===== src/verilog/sdram_lp_cfg.svh =====
`ifndef SDRAM_LP_CFG_SVH
`define SDRAM_LP_CFG_SVH

// ----------------------------------------------------------------------------
// Register offsets
// ----------------------------------------------------------------------------
`define OFF_DECODE_CTRL     8'h0C
`define OFF_LOW_POWER_CTRL  8'h10
`define OFF_IRQ_EN_SET      8'h14
`define OFF_IRQ_EN_CLR      8'h18
`define OFF_IRQ_MASK        8'h1C
`define OFF_IRQ_STATUS      8'h20
`define OFF_MEM_TYPE        8'h24
`define OFF_COL_CFG         8'h28

// ----------------------------------------------------------------------------
// Field positions
// ----------------------------------------------------------------------------
`define POS_DECODE_EN       0
`define POS_LOW_POWER_CONFIG_LO         0
`define POS_PARTIAL_ARRAY_REFRESH_LO         4
`define POS_TEMP_COMP_REFRESH_LO         8
`define POS_DS_LO           10
`define POS_TIMEOUT_LO      12
`define POS_REFRESH_ERR     0
`define POS_MEM_TYPE_LO     0
`define POS_COL_LO          0
`define POS_EMR_PARTIAL_ARRAY_REFRESH        0
`define POS_EMR_TEMP_COMP_REFRESH        3
`define POS_EMR_DS          5

// ----------------------------------------------------------------------------
// Reset values and timing counts
// ----------------------------------------------------------------------------
`define RST_REG_WORD        32'h0000_0000
`define RST_COL_CODE        2'h0
`define COL_BITS_BASE       4'h8
`define IDLE_CYC_CODE1      8'h40
`define IDLE_CYC_CODE2      8'h80

`endif


===== src/verilog/sdram_lp_pkg.sv =====
package sdram_lp_pkg;

    // Low-power configuration codes.
    typedef enum logic [1:0] {
        LP_OFF        = 2'b00,
        LP_SELF_REF   = 2'b01,
        LP_POWER_DOWN = 2'b10,
        LP_DEEP_PD    = 2'b11
    } lp_mode_e;

    // Commands sent toward the memory.
    typedef enum logic [2:0] {
        CMD_NONE      = 3'b000,
        CMD_EMR_LOAD  = 3'b001,
        CMD_SELF_REF  = 3'b010,
        CMD_POWER_DN  = 3'b011,
        CMD_DEEP_PD   = 3'b100,
        CMD_LP_EXIT   = 3'b101
    } mem_cmd_e;

    // Controller power state.
    typedef enum logic [2:0] {
        ST_ACTIVE     = 3'b000,
        ST_EMR        = 3'b001,
        ST_SELF_REF   = 3'b010,
        ST_POWER_DN   = 3'b011,
        ST_DEEP_PD    = 3'b100
    } pwr_state_e;

    // Fields of the low-power control register.
    typedef struct packed {
        logic [1:0] timeout;
        logic [1:0] drive;
        logic [1:0] temp_comp_refresh;
        logic [2:0] partial_array_refresh;
        lp_mode_e   mode;
    } lp_ctrl_s;

    // Command issued toward the memory, with the extended mode word.
    typedef struct packed {
        mem_cmd_e    code;
        logic [12:0] emr;
    } mem_cmd_s;

endpackage : sdram_lp_pkg


===== src/verilog/sdram_lowpower_irq_regs.sv =====
`timescale 1ns/1ns
`default_nettype none
`include "sdram_lp_cfg.svh"

module sdram_lowpower_irq_regs
    import sdram_lp_pkg::*;
#(
    parameter int ADDR_W = 8
) (
    input  wire logic              SYS_CLK_I,
    input  wire logic              RST_I,
    input  wire logic [ADDR_W-1:0] ADDR_I,
    input  wire logic [31:0]       WDATA_I,
    input  wire logic              WR_I,
    input  wire logic              RD_I,
    output logic      [31:0]       RDATA_O,
    input  wire logic              ACC_VALID_I,
    input  wire logic              ACC_SEQ_I,
    output logic                   ACC_READY_O,
    input  wire logic              INIT_EMR_REQ_I,
    input  wire logic              EMR_LOAD_REQ_I,
    input  wire logic              REFRESH_ERR_I,
    input  wire logic              LINK_CLK_I,
    output mem_cmd_s               MEM_CMD_O,
    output logic                   MEM_CLK_O,
    output logic                   MEM_CKE_O,
    output logic      [3:0]        SR_BANK_EN_O,
    output logic      [3:0]        COL_BITS_O,
    output logic                   LP_MEMORY_O,
    output logic                   IRQ_O
);

    // ------------------------------------------------------------------------
    // Parameter check
    // ------------------------------------------------------------------------
    // The decoder compares against 8-bit offsets.
    if (ADDR_W != 8) begin : g_bad_addr_w
        $error("ADDR_W must be 8 for this register decoder.");
    end

    // ------------------------------------------------------------------------
    // State
    // ------------------------------------------------------------------------
    logic        decode_en;
    lp_ctrl_s    lp_ctrl;
    logic        irq_mask;
    logic        refresh_error_flag;
    logic [1:0]  memory_type_field;
    logic [1:0]  col_code;
    logic [31:0] rdata;
    pwr_state_e  state;
    pwr_state_e  next_state;
    logic        decode_done;
    logic [7:0]  idle_cnt;
    logic        init_done;
    logic        emr_dirty;
    // The memory clock keeps running through an extended mode load.
    mem_cmd_s    cmd;
    mem_cmd_s    next_cmd;
    logic        cke;
    logic        clk_run;
    logic        link_meta;
    logic        link_sync;
    logic        link_prev;
    logic        mem_clk;

    // ------------------------------------------------------------------------
    // Address decode
    // ------------------------------------------------------------------------
    // One select line per register offset.
    wire sel_decode  = (ADDR_I == `OFF_DECODE_CTRL);
    wire sel_lp      = (ADDR_I == `OFF_LOW_POWER_CTRL);
    wire sel_en_set  = (ADDR_I == `OFF_IRQ_EN_SET);
    wire sel_en_clr  = (ADDR_I == `OFF_IRQ_EN_CLR);
    wire sel_mask    = (ADDR_I == `OFF_IRQ_MASK);
    wire sel_status  = (ADDR_I == `OFF_IRQ_STATUS);
    wire sel_type    = (ADDR_I == `OFF_MEM_TYPE);
    wire sel_col     = (ADDR_I == `OFF_COL_CFG);

    // Write strobes and the status read strobe, qualified by the decoder.
    wire wr_decode   = WR_I && sel_decode;
    wire wr_lp       = WR_I && sel_lp;
    wire wr_en_set   = WR_I && sel_en_set;
    wire wr_en_clr   = WR_I && sel_en_clr;
    wire wr_type     = WR_I && sel_type;
    wire wr_col      = WR_I && sel_col;
    wire rd_status   = RD_I && sel_status;

    // Incoming low-power register value as fields.
    lp_ctrl_s lp_wdata;
    assign lp_wdata.timeout = WDATA_I[`POS_TIMEOUT_LO +: 2];
    assign lp_wdata.drive   = WDATA_I[`POS_DS_LO +: 2];
    assign lp_wdata.temp_comp_refresh    = WDATA_I[`POS_TEMP_COMP_REFRESH_LO +: 2];
    assign lp_wdata.partial_array_refresh    = WDATA_I[`POS_PARTIAL_ARRAY_REFRESH_LO +: 3];
    assign lp_wdata.mode    = lp_mode_e'(WDATA_I[`POS_LOW_POWER_CONFIG_LO +: 2]);

    // A write that alters any extended-mode field after initialization.
    wire emr_fields_change = wr_lp && init_done &&
                             ((lp_wdata.drive != lp_ctrl.drive) ||
                              (lp_wdata.temp_comp_refresh  != lp_ctrl.temp_comp_refresh)  ||
                              (lp_wdata.partial_array_refresh  != lp_ctrl.partial_array_refresh));

    // ------------------------------------------------------------------------
    // Read data
    // ------------------------------------------------------------------------
    // Read multiplexer; write-only and unmapped offsets read as zero.
    wire [31:0] lp_rword = {18'h0_0000, lp_ctrl.timeout, lp_ctrl.drive, lp_ctrl.temp_comp_refresh,
                            1'b0, lp_ctrl.partial_array_refresh, 2'b00, lp_ctrl.mode};
    wire [31:0] next_rdata =
        sel_decode ? {31'h0000_0000, decode_en}          :
        sel_lp     ? lp_rword                            :
        sel_mask   ? {31'h0000_0000, irq_mask}           :
        sel_status ? {31'h0000_0000, refresh_error_flag} :
        sel_type   ? {30'h0000_0000, memory_type_field}  :
        sel_col    ? {30'h0000_0000, col_code}           :
                     `RST_REG_WORD;

    // Read data register, valid only in the cycle after the read strobe.
    always_ff @(posedge SYS_CLK_I or posedge RST_I) begin
        if (RST_I) begin
            rdata <= `RST_REG_WORD;
        end else if (RD_I) begin
            rdata <= next_rdata;
        end else begin
            rdata <= `RST_REG_WORD;
        end
    end

    // ------------------------------------------------------------------------
    // Configuration registers
    // ------------------------------------------------------------------------
    // Software-written configuration.
    always_ff @(posedge SYS_CLK_I or posedge RST_I) begin
        if (RST_I) begin
            decode_en         <= 1'b0;
            lp_ctrl           <= lp_ctrl_s'(11'h000);
            memory_type_field <= 2'h0;
            col_code          <= `RST_COL_CODE;
        end else begin
            if (wr_decode) begin
                decode_en <= WDATA_I[`POS_DECODE_EN];
            end
            if (wr_lp) begin
                lp_ctrl <= lp_wdata;
            end
            if (wr_type) begin
                memory_type_field <= WDATA_I[`POS_MEM_TYPE_LO +: 2];
            end
            if (wr_col) begin
                col_code <= WDATA_I[`POS_COL_LO +: 2];
            end
        end
    end

    // Column bits: 8 plus the code.
    assign COL_BITS_O = `COL_BITS_BASE + {2'b00, col_code};

    // Only code 1 selects low-power memory; reserved codes act as SDRAM.
    wire lp_memory = (memory_type_field == 2'h1);
    assign LP_MEMORY_O = lp_memory;

    // ------------------------------------------------------------------------
    // Interrupts
    // ------------------------------------------------------------------------
    // Mask set and clear by one-bits; status set wins over the read clear.
    always_ff @(posedge SYS_CLK_I or posedge RST_I) begin
        if (RST_I) begin
            irq_mask           <= 1'b0;
            refresh_error_flag <= 1'b0;
        end else begin
            if (wr_en_set && WDATA_I[`POS_REFRESH_ERR]) begin
                irq_mask <= 1'b1;
            end else if (wr_en_clr && WDATA_I[`POS_REFRESH_ERR]) begin
                irq_mask <= 1'b0;
            end
            if (REFRESH_ERR_I) begin
                refresh_error_flag <= 1'b1;
            end else if (rd_status) begin
                refresh_error_flag <= 1'b0;
            end
        end
    end

    // Level interrupt from the unmasked status bit.
    assign IRQ_O = refresh_error_flag && irq_mask;

    // ------------------------------------------------------------------------
    // Access path and idle timer
    // ------------------------------------------------------------------------
    // A non-sequential access waits one decode cycle when enabled.
    wire need_decode = decode_en && !ACC_SEQ_I && !decode_done;
    assign ACC_READY_O = (state == ST_ACTIVE) && !need_decode;
    wire acc_taken = ACC_VALID_I && ACC_READY_O;

    // Idle threshold per entry delay code; code 3 never enters.
    wire [7:0] idle_limit = (lp_ctrl.timeout == 2'h1) ? `IDLE_CYC_CODE1 :
                            (lp_ctrl.timeout == 2'h2) ? `IDLE_CYC_CODE2 :
                                                        8'h00;
    wire timeout_ok  = (lp_ctrl.timeout != 2'h3) && (idle_cnt >= idle_limit);
    wire enter_lp    = (state == ST_ACTIVE) && !ACC_VALID_I && timeout_ok &&
                       (lp_ctrl.mode != LP_OFF);

    // Decode cycle marker and idle counter since the last transfer.
    always_ff @(posedge SYS_CLK_I or posedge RST_I) begin
        if (RST_I) begin
            decode_done <= 1'b0;
            idle_cnt    <= 8'h00;
        end else begin
            if (acc_taken) begin
                decode_done <= 1'b0;
            end else if (ACC_VALID_I && need_decode && (state == ST_ACTIVE)) begin
                decode_done <= 1'b1;
            end
            if (ACC_VALID_I || (state != ST_ACTIVE)) begin
                idle_cnt <= 8'h00;
            end else if (idle_cnt != 8'hFF) begin
                idle_cnt <= idle_cnt + 8'h01;
            end
        end
    end

    // ------------------------------------------------------------------------
    // Extended mode bookkeeping
    // ------------------------------------------------------------------------
    // Extended mode word: partial, temperature, drive; all else zero.
    wire [12:0] emr_word = (13'h0000 | ({10'h000, lp_ctrl.partial_array_refresh} << `POS_EMR_PARTIAL_ARRAY_REFRESH)
                                     | ({11'h000, lp_ctrl.temp_comp_refresh} << `POS_EMR_TEMP_COMP_REFRESH)
                                     | ({11'h000, lp_ctrl.drive} << `POS_EMR_DS));

    // Extended load requests served only from the active state.
    wire init_emr  = INIT_EMR_REQ_I && lp_memory;
    wire emr_issue = (state == ST_ACTIVE) && (init_emr || EMR_LOAD_REQ_I);

    // Tracks initialization and fields changed since the last load.
    always_ff @(posedge SYS_CLK_I or posedge RST_I) begin
        if (RST_I) begin
            init_done <= 1'b0;
            emr_dirty <= 1'b0;
        end else begin
            if (INIT_EMR_REQ_I) begin
                init_done <= 1'b1;
            end
            if (emr_fields_change) begin
                emr_dirty <= 1'b1;
            end else if ((next_cmd.code == CMD_EMR_LOAD) && !wr_lp) begin
                emr_dirty <= 1'b0;
            end
        end
    end

    // ------------------------------------------------------------------------
    // Power state machine
    // ------------------------------------------------------------------------
    // Chooses the next state and the command sent toward the memory.
    always_comb begin
        next_state    = state;
        next_cmd.code = CMD_NONE;
        next_cmd.emr  = cmd.emr;
        case (state)
            ST_ACTIVE: begin
                if (emr_issue) begin
                    next_cmd.code = CMD_EMR_LOAD;
                    next_cmd.emr  = emr_word;
                end else if (enter_lp) begin
                    case (lp_ctrl.mode)
                        LP_SELF_REF: begin
                            if (emr_dirty && lp_memory) begin
                                next_state    = ST_EMR;
                                next_cmd.code = CMD_EMR_LOAD;
                                next_cmd.emr  = emr_word;
                            end else begin
                                next_state    = ST_SELF_REF;
                                next_cmd.code = CMD_SELF_REF;
                            end
                        end
                        LP_POWER_DOWN: begin
                            next_state    = ST_POWER_DN;
                            next_cmd.code = CMD_POWER_DN;
                        end
                        LP_DEEP_PD: begin
                            if (lp_memory) begin
                                next_state    = ST_DEEP_PD;
                                next_cmd.code = CMD_DEEP_PD;
                            end
                        end
                        default: begin
                            next_state = ST_ACTIVE;
                        end
                    endcase
                end
            end
            ST_EMR: begin
                next_state    = ST_SELF_REF;
                next_cmd.code = CMD_SELF_REF;
            end
            ST_SELF_REF, ST_POWER_DN, ST_DEEP_PD: begin
                if (ACC_VALID_I || (lp_ctrl.mode == LP_OFF)) begin
                    next_state    = ST_ACTIVE;
                    next_cmd.code = CMD_LP_EXIT;
                end
            end
            default: begin
                next_state = ST_ACTIVE;
            end
        endcase
    end

    // State, command and clock-enable registers.
    always_ff @(posedge SYS_CLK_I or posedge RST_I) begin
        if (RST_I) begin
            state       <= ST_ACTIVE;
            cmd         <= mem_cmd_s'(16'h0000);
            cke         <= 1'b1;
        end else begin
            state       <= next_state;
            cmd         <= next_cmd;
            // Clock enable stays high while the extended mode word is loaded.
            cke         <= (next_state == ST_ACTIVE) || (next_state == ST_EMR);
        end
    end

    assign MEM_CMD_O = cmd;
    assign MEM_CKE_O = cke;

    // Refresh bank enables: in self refresh only the partial-array banks.
    wire [3:0] partial_array_refresh_banks = (lp_ctrl.partial_array_refresh == 3'h1) ? 4'h3 :
                            (lp_ctrl.partial_array_refresh == 3'h2) ? 4'h1 :
                                                     4'hF;
    assign SR_BANK_EN_O = (state == ST_SELF_REF) ? partial_array_refresh_banks : 4'hF;

    // ------------------------------------------------------------------------
    // Memory clock
    // ------------------------------------------------------------------------
    // Two-stage synchroniser on the link clock, then an edge register.
    always_ff @(posedge SYS_CLK_I or posedge RST_I) begin
        if (RST_I) begin
            link_meta <= 1'b0;
            link_sync <= 1'b0;
            link_prev <= 1'b0;
        end else begin
            link_meta <= LINK_CLK_I;
            link_sync <= link_meta;
            link_prev <= link_sync;
        end
    end

    // Clock gating changes only on a falling edge so no runt pulse leaves.
    wire link_fall = link_prev && !link_sync;
    wire want_run  = (state != ST_SELF_REF) && (state != ST_DEEP_PD);

    // Gate state and gated clock copy.
    always_ff @(posedge SYS_CLK_I or posedge RST_I) begin
        if (RST_I) begin
            clk_run <= 1'b1;
            mem_clk <= 1'b0;
        end else begin
            if (link_fall) begin
                clk_run <= want_run;
            end
            mem_clk <= link_sync && clk_run;
        end
    end

    assign MEM_CLK_O = mem_clk;
    assign RDATA_O   = rdata;

endmodule : sdram_lowpower_irq_regs

`default_nettype wire


===== config.mk =====
export PLATFORM = sky130hd
export DESIGN_NAME = sdram_lowpower_irq_regs
export DESIGN_NICKNAME = d
export VERILOG_FILES = /design/src/verilog/sdram_lp_pkg.sv /design/src/verilog/sdram_lowpower_irq_regs.sv
export VERILOG_INCLUDE_DIRS = /design/src /design/src/verilog
export SDC_FILE = /design/constraint.sdc
export NUM_CORES = 1
export LEC_CHECK = 0
export ABC_CLOCK_PERIOD_IN_PS = 3150
export BUFFER_PORTS_ARGS = -buffer_cell sky130_fd_sc_hd__clkbuf_2
export CAP_MARGIN = 10
export CORE_MARGIN = 2
export CORE_UTILIZATION = 49
export DETAILED_ROUTE_END_ITERATION = 8
export PLACE_DENSITY_LB_ADDON = 0.25
export SYNTH_ARGS = -nofsm -noshare
export SYNTH_HDL_FRONTEND = slang
export SYNTH_SLANG_ARGS = --single-unit

===== constraint.sdc =====
create_clock -name SYS_CLK_I -period 3.15 [get_ports SYS_CLK_I]
set_input_delay 0.1575 -clock SYS_CLK_I [delete_from_list [all_inputs] [get_ports SYS_CLK_I]]
set_output_delay 0.1575 -clock SYS_CLK_I [all_outputs]
set_load 0.01 [all_outputs]

# Yosys cells after proc, flatten, opt, wreduce, memory -nomap -nowiden
# Cells that the tools add are included.
# totals
rom_bits,0
mem_count,0
ramBits,0
inputBits,50
reg_bits,86
latch_bits,0
word_cells,151
out_inout_bits,61
# op_classes
div,0
eq_ne,29
n_bitwise,2
multipliers,0
n_addsub,2
n_shift,0
order_cmp,1
n_mux,37
reduce_logical,56
# op_table
op,count
two-way mux 14 bit,3
case mux 3 bit (3 select lines),4
"equality test 8 x 5 -> 1 bit, second input constant",4
two-way mux 16 bit,2
two-way mux 8 bit,4
logical AND 1 bit,29
two-way mux 13 bit,2
"equality test 8 x 6 -> 1 bit, second input constant",3
two-way mux 3 bit,6
nonzero test 2 bit,9
"equality test 3 x 1 -> 1 bit, second input constant",4
two-way mux 4 bit,3
two-way mux 2 bit,5
"equality test 3 x 2 -> 1 bit, second input constant",3
"adder 8 x 1 -> 8 bit, second input constant",1
"equality test 8 x 4 -> 1 bit, second input constant",1
>= comparator 8 bit,1
two-way mux 1 bit,8
"!= test 8 bit, second input constant",1
OR 5 x 7 -> 7 bit,1
"equality test 2 x 1 -> 1 bit, second input constant",3
"equality test 2 bit, second input constant",3
logical NOT 1 bit,6
logical NOT 3 bit,2
other kinds (13),19

# Depth between registers and ports, before layout
# Gate-level depths: netlist (run 1).
# logic_depth
ltp_word,14
mapped_depth,7
ltp_nobuf,7

# Worst setup path after synthesis (run 1)
# Ideal clock, no wire load.
# synth_timing
path_type,reg-to-reg
start,register lp_ctrl[9] (netlist bit)
end,register cmd (netlist bit MEM_CMD_O[0])
t_required_ns,3.025
n_path_buf,0
slack_ns,0.977
stages_incl_launch_ff,8
synth_period_minus_slack_ns,2.173
arrival_time_ns,2.048
path_cell_list,dfrtp_1 > nand2b_1 > ha_1 > and4bb_2 > a311oi_1 > nor3_1 > o21ai_2 > mux2_2
# synth_between
elab_chain_len,9
elab_cells_between_ends,11
classes_between,1 x order compare; 3 x eq/ne; 2 x mux; 5 x reduce/logical
# synth_lines
item,line_no,text
"start, declared",sdram_lowpower_irq_regs.sv:45,lp_ctrl_s lp_ctrl;
"start signal, assigned",sdram_lowpower_irq_regs.sv:136,lp_ctrl <= lp_ctrl_s'(11'h000);
"start signal, assigned",sdram_lowpower_irq_regs.sv:144,lp_ctrl <= lp_wdata;
equality test 2 bit,sdram_lowpower_irq_regs.sv:197,(lp_ctrl.timeout == 2'h2) ? `IDLE_CYC_CODE2 :
two-way mux 8 bit,sdram_lowpower_irq_regs.sv:197,
two-way mux 8 bit,sdram_lowpower_irq_regs.sv:196,wire [7:0] idle_limit = (lp_ctrl.timeout == 2'h1) ? `IDLE_CYC_CODE1 :
>= comparator 8 bit,sdram_lowpower_irq_regs.sv:199,wire timeout_ok = (lp_ctrl.timeout != 2'h3) && (idle_cnt >= idle_limit);
logical AND 1 bit (*),sdram_lowpower_irq_regs.sv:199,
logical AND 1 bit (*) (2 in a row),sdram_lowpower_irq_regs.sv:200,wire enter_lp = (state == ST_ACTIVE) && !ACC_VALID_I && timeout_ok &&
nonzero test 2 bit (no source line) (*),n/a,
AND reduction 4 bit (no source line) (*),n/a,
"end signal, assigned",sdram_lowpower_irq_regs.sv:312,cmd <= mem_cmd_s'(16'h0000);
"end signal, assigned",sdram_lowpower_irq_regs.sv:316,cmd <= next_cmd;
"end, declared",sdram_lowpower_irq_regs.sv:58,mem_cmd_s cmd;
# Mark *: on every way between the ends. The rest lies on a longest branch, timed or not.
# A chain may end at the register's enable or synchronous reset.

# Worst setup path after layout (run 1)
# Same ends and word-level chain as after synthesis.

==> results of run 1 <==
## state kept, by name, indices dropped and copies added, names as in the netlist
signal	count
irq_mask	1
MEM_CLK_O	1
clk_run	1
refresh_error_flag	1
lp_ctrl	11
link_meta	1
MEM_CMD_O	10
memory_type_field	2
decode_en	1
MEM_CKE_O	1
link_prev	1
RDATA_O	11
col_code	2
emr_dirty	1
state	3
decode_done	1
init_done	1
link_sync	1
idle_cnt	8
## worst max-delay path: stages (launching register included)
cell and delay, ns:
dfrtp_1 0.40, nand2b_1 0.16, ha_1 0.28, and4bb_2 0.23
a311oi_1 0.40, nor3_1 0.12, o21ai_2 0.40, mux2_2 0.39
## metal layers
layer,global-route usage (%),part of all wire (%),vias up
li1,-,-,1046
met3,4.57,5.8,10
met2,25.3,44,66
met1,25.6,48,1019
met5,0,0,-
met4,10.0,2.0,0
## final cells by class
| cell class | count | area (um^2) |
|---|---|---|
| fill | 553 | 2520 |
| sequential | 59 | 1480 |
| multi-input combinational | 204 | 1350 |
| timing repair buffer | 61 | 313 |
| clock buffer | 12 | 145 |
| tap | 75 | 93.8 |
| inverter | 9 | 33.8 |
| clock inverter | 3 | 15.0 |
## kinds of logic (layout without fill, tap and decap cells)
group / count (synthesis) / after routing / share of synthesized area (%)
compound gates: 48 / 48 / 9.85
xor+xnor: 12 / 12 / 3.48
fa+ha+maj: 4 / 4 / 1.66
buf+inv: 48 / 85 / 9.89
flops: 59 / 59 / 48.9
mux: 25 / 25 / 9.23
other cells: 2 / 30 / 0.248
simple gates: 85 / 85 / 16.8
## synth_stat cells, types with 2 or more instances
master / number
a31oi_1: 7
buf_2: 2
buf_4: 31
inv_1: 9
mux2_2: 22
a21o_1: 3
dfrtp_1: 57
nor2b_1: 7
xor2_1: 6
ha_1: 4
and3_1: 5
a21oi_1: 12
nand3_1: 9
and2_1: 12
nor3b_1: 3
nor4_1: 2
nand4b_1: 2
nand2_1: 10
mux2i_1: 2
nand2b_1: 6
o21ai_0: 14
or4_4: 2
nor2_1: 13
xnor2_1: 6
clkbuf_1: 6
nand4_1: 4
conb_1: 2
dfstp_2: 2
## worst max path at each step
stage               cells past startpoint       start      endpoint
finish                                  7  lp_ctrl[9]  MEM_CMD_O[0]
global route                            7  lp_ctrl[9]  MEM_CMD_O[5]
CTS                                     7  lp_ctrl[9]  MEM_CMD_O[2]
detailed placement                      7  lp_ctrl[9]  MEM_CMD_O[2]
global placement                        7  lp_ctrl[9]  MEM_CMD_O[1]
floorplan                               7  lp_ctrl[9]  MEM_CMD_O[0]
## timing repair
item,CTS,global route
setup buffers,0,0
endpoints found under the hold margin,1,0
setup endpoints to repair,0,0
hold buffers,1,0
resized for setup,0,0
## through the flow
stage / power (mW) / cells / util, % / setup WS (ns) / cell area [um^2]
floorplan: 0.934 / 311 / - / 0.977 / 3130
global placement: 0.959 / 407 / 54.7 / 0.707 / 3260
detailed placement: 0.963 / 407 / 54.7 / 0.657 / 3260
CTS: 1.54 / 423 / 57.6 / 0.650 / 3430
global route: 1.60 / 423 / 57.6 / 0.471 / 3430
finish: 1.53 / 423 / 57.6 / 0.661 / 3430
## power groups by stage
| stage | sequential [mW] | combinational (mW) | clock, mW |
|---|---|---|---|
| after global placement | 0.816 | 0.143 | 0 |
| after CTS | 0.803 | 0.147 | 0.592 |
| after floorplan | 0.815 | 0.118 | 0 |
| after global routing | 0.806 | 0.166 | 0.626 |
| final | 0.803 | 0.145 | 0.577 |
| after detailed placement | 0.817 | 0.146 | 0 |
==> impl_metrics.py, run 1 <==
metrics = {
    "yosys": {
        "yosysSeqAreaShare_pct": 48.9,
        "synth_area_um2": 3020,
        "synth_edf_count": 0,
        "yosys.area.top_type": "dfrtp_1",
        "syn_inst": 283,
        "synth.area.top_cells": "dfrtp_1, mux2_2, buf_4",
        "ys_seq_elements": 59,
        "synthArstFlopShare_pct": 100,
        "ys.warnings.count": 0,
        "synth-main-ff-cell": "dfrtp_1",
        "syn_area_per_cell_um2": 10.7,
        "ys_types": 51,
        "synth_top_area_share_pct": 47.2,
    },
    "die": {
        "fp.dieH_um": 82.6,
        "fp-row-count": 28,
        "dieArea_um2": 6820,
        "die_w_um": 82.6,
        "core_um2": 5960,
        "start_util_pct": 50.8,
        "pin_count": 111,
    },
    "sta": {
        "whs_ns": -0.0228,
        "maxSlewHeadroom_pct": 42.6,
        "tightest_slew_ns": 0.860,
        "final-setup-viol-count": 0,
        "drv_slew": 0,
        "min_period_over_period_pct": 79.0,
        "tns_ns": 0,
        "clock.fmax_mhz": 402,
        "skew_ns": 0.00523,
        "finalHoldViolations": 29,
        "grt_setup_unrepaired": "false",
        "period_minus_slack_ns": 2.49,
    },
    "critical_path": {
        "rr_startpoint": "lp_ctrl[9]",
        "cp_data_arrival_time_ns": 2.71,
        "path_class": "flip-flop to flip-flop",
        "worst_setup_path_end_kind": "flip-flop",
        "ff2ff_path_depth": 7,
        "worst_r2r_endpoint": "MEM_CMD_O[0]",
        "setup.worst_path.start_class": "flip-flop",
        "worstPathMaxFanout": 7,
        "reg2reg_slack_ns": 0.66,
        "worst_ep_required_time_ns": 3.37,
    },
    "clock_network": {
        "cts_root_buffer": "clkbuf_8",
        "clk_latency_ns": 0.33,
        "cts_inserted_buffers": 9,
        "cts_tree": "done",
        "clockBufferDepth": 2,
        "clk_pin_slew_ns": 0.06,
        "cts_sinks": 59,
        "htreeDepth": 3,
    },
    "routing": {
        "via_count": 2141,
        "wirelength_mm": 5.79,
        "postRouteAntennaNets": 0,
        "drtIter0Drc": 115,
        "routedWlPerCell_um": 13.7,
        "avgViaCountPerCell": 5.06,
        "firstDrtPassIters": 4,
        "drcViolationCount": 0,
    },
    "pwr": {
        "p_int_mw": 1.14,
        "p_leak_nw": 1.74,
        "peakVddDrop_v": 0.000232,
        "p_comb_share_pct": 9.5,
        "p_per_area_nw_per_um2": 445,
        "clockPowerShare_pct": 37.8,
        "power.switching_uw": 386,
        "swShare_pct": 25.3,
        "seqPwrFrac_pct": 52.6,
    },
    "placed_design": {
        "place_congestion": 0.866,
        "io_buffer_count": 59,
        "dp_hpwl_mm": 4.25,
    },
    "layout": {
        "final_common_cell": "clkbuf_2",
        "num-nets-final": 398,
        "antenna-diode-count": 0,
        "drive_gt1_share_pct": 31.6,
        "layout_common_cells": "clkbuf_2, dfrtp_1, conb_1",
        "synthToLayoutAreaGrowth_pct": 13.4,
    },
    "grt": {
        "grt_pass1_wl_mm": 9.03,
        "grt_pass1_vias": 1925,
        "grt_max_degree": 42,
        "grtUsageTotal_pct": 18.1,
        "overflow": 0,
        "antenna_found_initial": 0,
    },
    "worst_hold_path": {
        "min_path_type": "input port to async pin",
    },
    "status": {
        "status": "finished with violations",
        "violations": "negative hold slack",
    },
    "job": {
        "drv_cap": 0,
    },
}
Power figures use the tool's default switching activity.
==> run 2: changes to the inputs <==
--- a/config.mk
+++ b/config.mk
@@ -6,7 +6,7 @@
 export SDC_FILE = /design/constraint.sdc
 export NUM_CORES = 1
 export LEC_CHECK = 0
-export ABC_CLOCK_PERIOD_IN_PS = 3150
+export ABC_CLOCK_PERIOD_IN_PS = 2390
 export BUFFER_PORTS_ARGS = -buffer_cell sky130_fd_sc_hd__clkbuf_2
 export CAP_MARGIN = 10
 export CORE_MARGIN = 2
==> constraint.sdc (replaced) <==
create_clock -name SYS_CLK_I -period 2.39 [get_ports SYS_CLK_I]
set_input_delay 0.1195 -clock SYS_CLK_I [delete_from_list [all_inputs] [get_ports SYS_CLK_I]]
set_output_delay 0.1195 -clock SYS_CLK_I [all_outputs]
set_load 0.01 [all_outputs]
==> impl_metrics.py, run 2 (synthesis gave the netlist of run 1 again) <==
metrics = {
    "grt": {
        "grt_max_degree": 32,
        "grtUsageTotal_pct": 18.8,
        "grt_pass1_wl_mm": 9.38,
        "antenna_found_initial": 0,
        "overflow": 0,
        "grt_pass1_vias": 1941,
    },
    "critical_path": {
        "worst_r2r_endpoint": "MEM_CMD_O[1]",
        "path_cells": "nand2b_1 > ha_1 > and4bb_2 > a311oi_2 > nor3_1 > o21ai_2 > buf_12 > mux2_2",
        "worstPathMaxFanout": 7,
        "worst_setup_path_end_kind": "flip-flop",
        "worst_ep_required_time_ns": 2.61,
        "path_buf_inv": 1,
        "setup.worst_path.start_class": "flip-flop",
        "rr_startpoint": "lp_ctrl[9]",
        "ff2ff_path_depth": 8,
        "slowest_delay_ns": 0.41,
        "crit_family": "simple AND/OR/NAND/NOR gates",
        "reg2reg_slack_ns": 0.12,
        "path_class": "flip-flop to flip-flop",
        "slowest_stage": "dfrtp_1",
        "cp_data_arrival_time_ns": 2.50,
    },
    "routing": {
        "via_count": 2175,
        "firstDrtPassIters": 4,
        "postRouteAntennaNets": 0,
        "routedWlPerCell_um": 13.6,
        "drtIter0Drc": 172,
        "drcViolationCount": 0,
        "avgViaCountPerCell": 5.06,
        "wirelength_mm": 5.84,
    },
    "layout": {
        "final_common_cell": "clkbuf_2",
        "antenna-diode-count": 0,
        "multi_input_area_um2": 1360,
        "num-nets-final": 404,
        "drive_gt1_share_pct": 33.0,
        "seq_area_um2": 1480,
        "synthToLayoutAreaGrowth_pct": 19.5,
        "fillerInstances": 503,
        "layout_common_cells": "clkbuf_2, dfrtp_1, conb_1",
    },
    "sta": {
        "min_period_over_period_pct": 95.2,
        "timing.final.ws_setup_ns": 0.115,
        "maxSlewHeadroom_pct": 55.3,
        "final-setup-viol-count": 0,
        "tns_ns": 0,
        "tightest_slew_ns": 0.669,
        "period_minus_slack_ns": 2.27,
        "whs_ns": 0.0115,
        "skew_ns": 0.00695,
        "finalHoldViolations": 0,
        "grt_setup_unrepaired": "false",
        "drv_slew": 0,
        "clock.fmax_mhz": 440,
    },
    "pwr": {
        "p_int_mw": 1.89,
        "clockPowerShare_pct": 47.9,
        "power_mw": 2.42,
        "peakVddDrop_v": 0.000350,
        "p_comb_share_pct": 8.4,
        "p_per_area_nw_per_um2": 671,
        "p_leak_nw": 1.82,
        "seqPwrFrac_pct": 43.6,
        "power.switching_uw": 530,
        "swShare_pct": 21.9,
    },
    "die": {
        "fp.dieH_um": 82.6,
        "die_w_um": 82.6,
        "core_um2": 5960,
        "pin_count": 111,
        "dieArea_um2": 6820,
        "start_util_pct": 50.8,
        "fp-row-count": 28,
    },
    "placed_design": {
        "place_congestion": 0.827,
        "dp_hpwl_mm": 4.26,
        "io_buffer_count": 59,
        "dp_slack_ns": 0.0517,
    },
    "job": {
        "drv_cap": 0,
    },
    "worst_hold_path": {
        "min_path_type": "input port to flip-flop",
        "min_delay_path_depth": 2,
        "min_to": "init_done",
        "hold_path.startpoint": "INIT_EMR_REQ_I",
    },
    "clock_network": {
        "cts_root_buffer": "clkbuf_8",
        "cts_sinks": 59,
        "clockBufferDepth": 2,
        "cts_tree": "done",
        "clk_pin_slew_ns": 0.07,
        "clk_latency_ns": 0.33,
        "cts_inserted_buffers": 9,
        "cts_setup_buffers": 0,
        "htreeDepth": 3,
    },
    "status": {
        "status": "completed",
    },
}
[run 2: repair_timing]
action                     4_1_cts  5_1_grt
resized for setup                1        0
hold endpoints to repair        31        0
hold buffers                     4        0
setup endpoints to repair        4        0
[run 2: per-layer routing]
| metal | GRT usage, % | wire length, um |
|---|---|---|
| met5 | 0 | 0 |
| met3 | 4.46 | 323 |
| met4 | 9.34 | 113 |
| met2 | 26.0 | 2690 |
| met1 | 27.4 | 2710 |
[run 2: worst max path at each step]
stage                from            to  slack (ns)  cells after the start
2_1_floorplan  lp_ctrl[9]  MEM_CMD_O[0]        0.22                      7
3_3_place_gp   lp_ctrl[9]  MEM_CMD_O[5]        0.08                      8
3_5_place_dp   lp_ctrl[9]  MEM_CMD_O[1]        0.05                      8
4_1_cts        lp_ctrl[9]  MEM_CMD_O[5]        0.08                      8
5_1_grt        lp_ctrl[9]  MEM_CMD_O[1]        0.02                      8
6_report       lp_ctrl[9]  MEM_CMD_O[1]        0.12                      8
[run 2: power by group through the flow]
stage                     Combinational, mW  Clock [mW]  Sequential (mW)
after CTS                             0.206        1.18             1.06
after floorplan                       0.156           0             1.07
after global routing                  0.234        1.23             1.06
final                                 0.204        1.16             1.06
after global placement                0.196           0             1.08
after detailed placement              0.197           0             1.08
[run 2: worst register-to-register path, cell delays in order (launching register included)]
cell,delay [ns]
dfrtp_1,0.41
nand2b_1,0.15
ha_1,0.28
and4bb_2,0.24
a311oi_2,0.28
nor3_1,0.12
o21ai_2,0.21
buf_12,0.15
mux2_2,0.33
[run 2: through the flow]
step	util [%]	cell area (um^2)	instances
after floorplan	-	3130	311
after global placement	55.5	3310	410
after detailed placement	55.5	3310	410
after CTS	60.7	3610	430
after global routing	60.7	3610	430
final	60.7	3610	430
[run 2: layout make-up]
| cell class | instances | share of cell area (%) |
|---|---|---|
| clock buffer | 12 | 4.57 |
| clock inverter | 4 | 2.63 |
| tap | 75 | 2.60 |
| inverter | 9 | 0.935 |
| timing repair buffer | 67 | 10.8 |
| multi-input combinational | 204 | 37.6 |
| sequential | 59 | 40.9 |
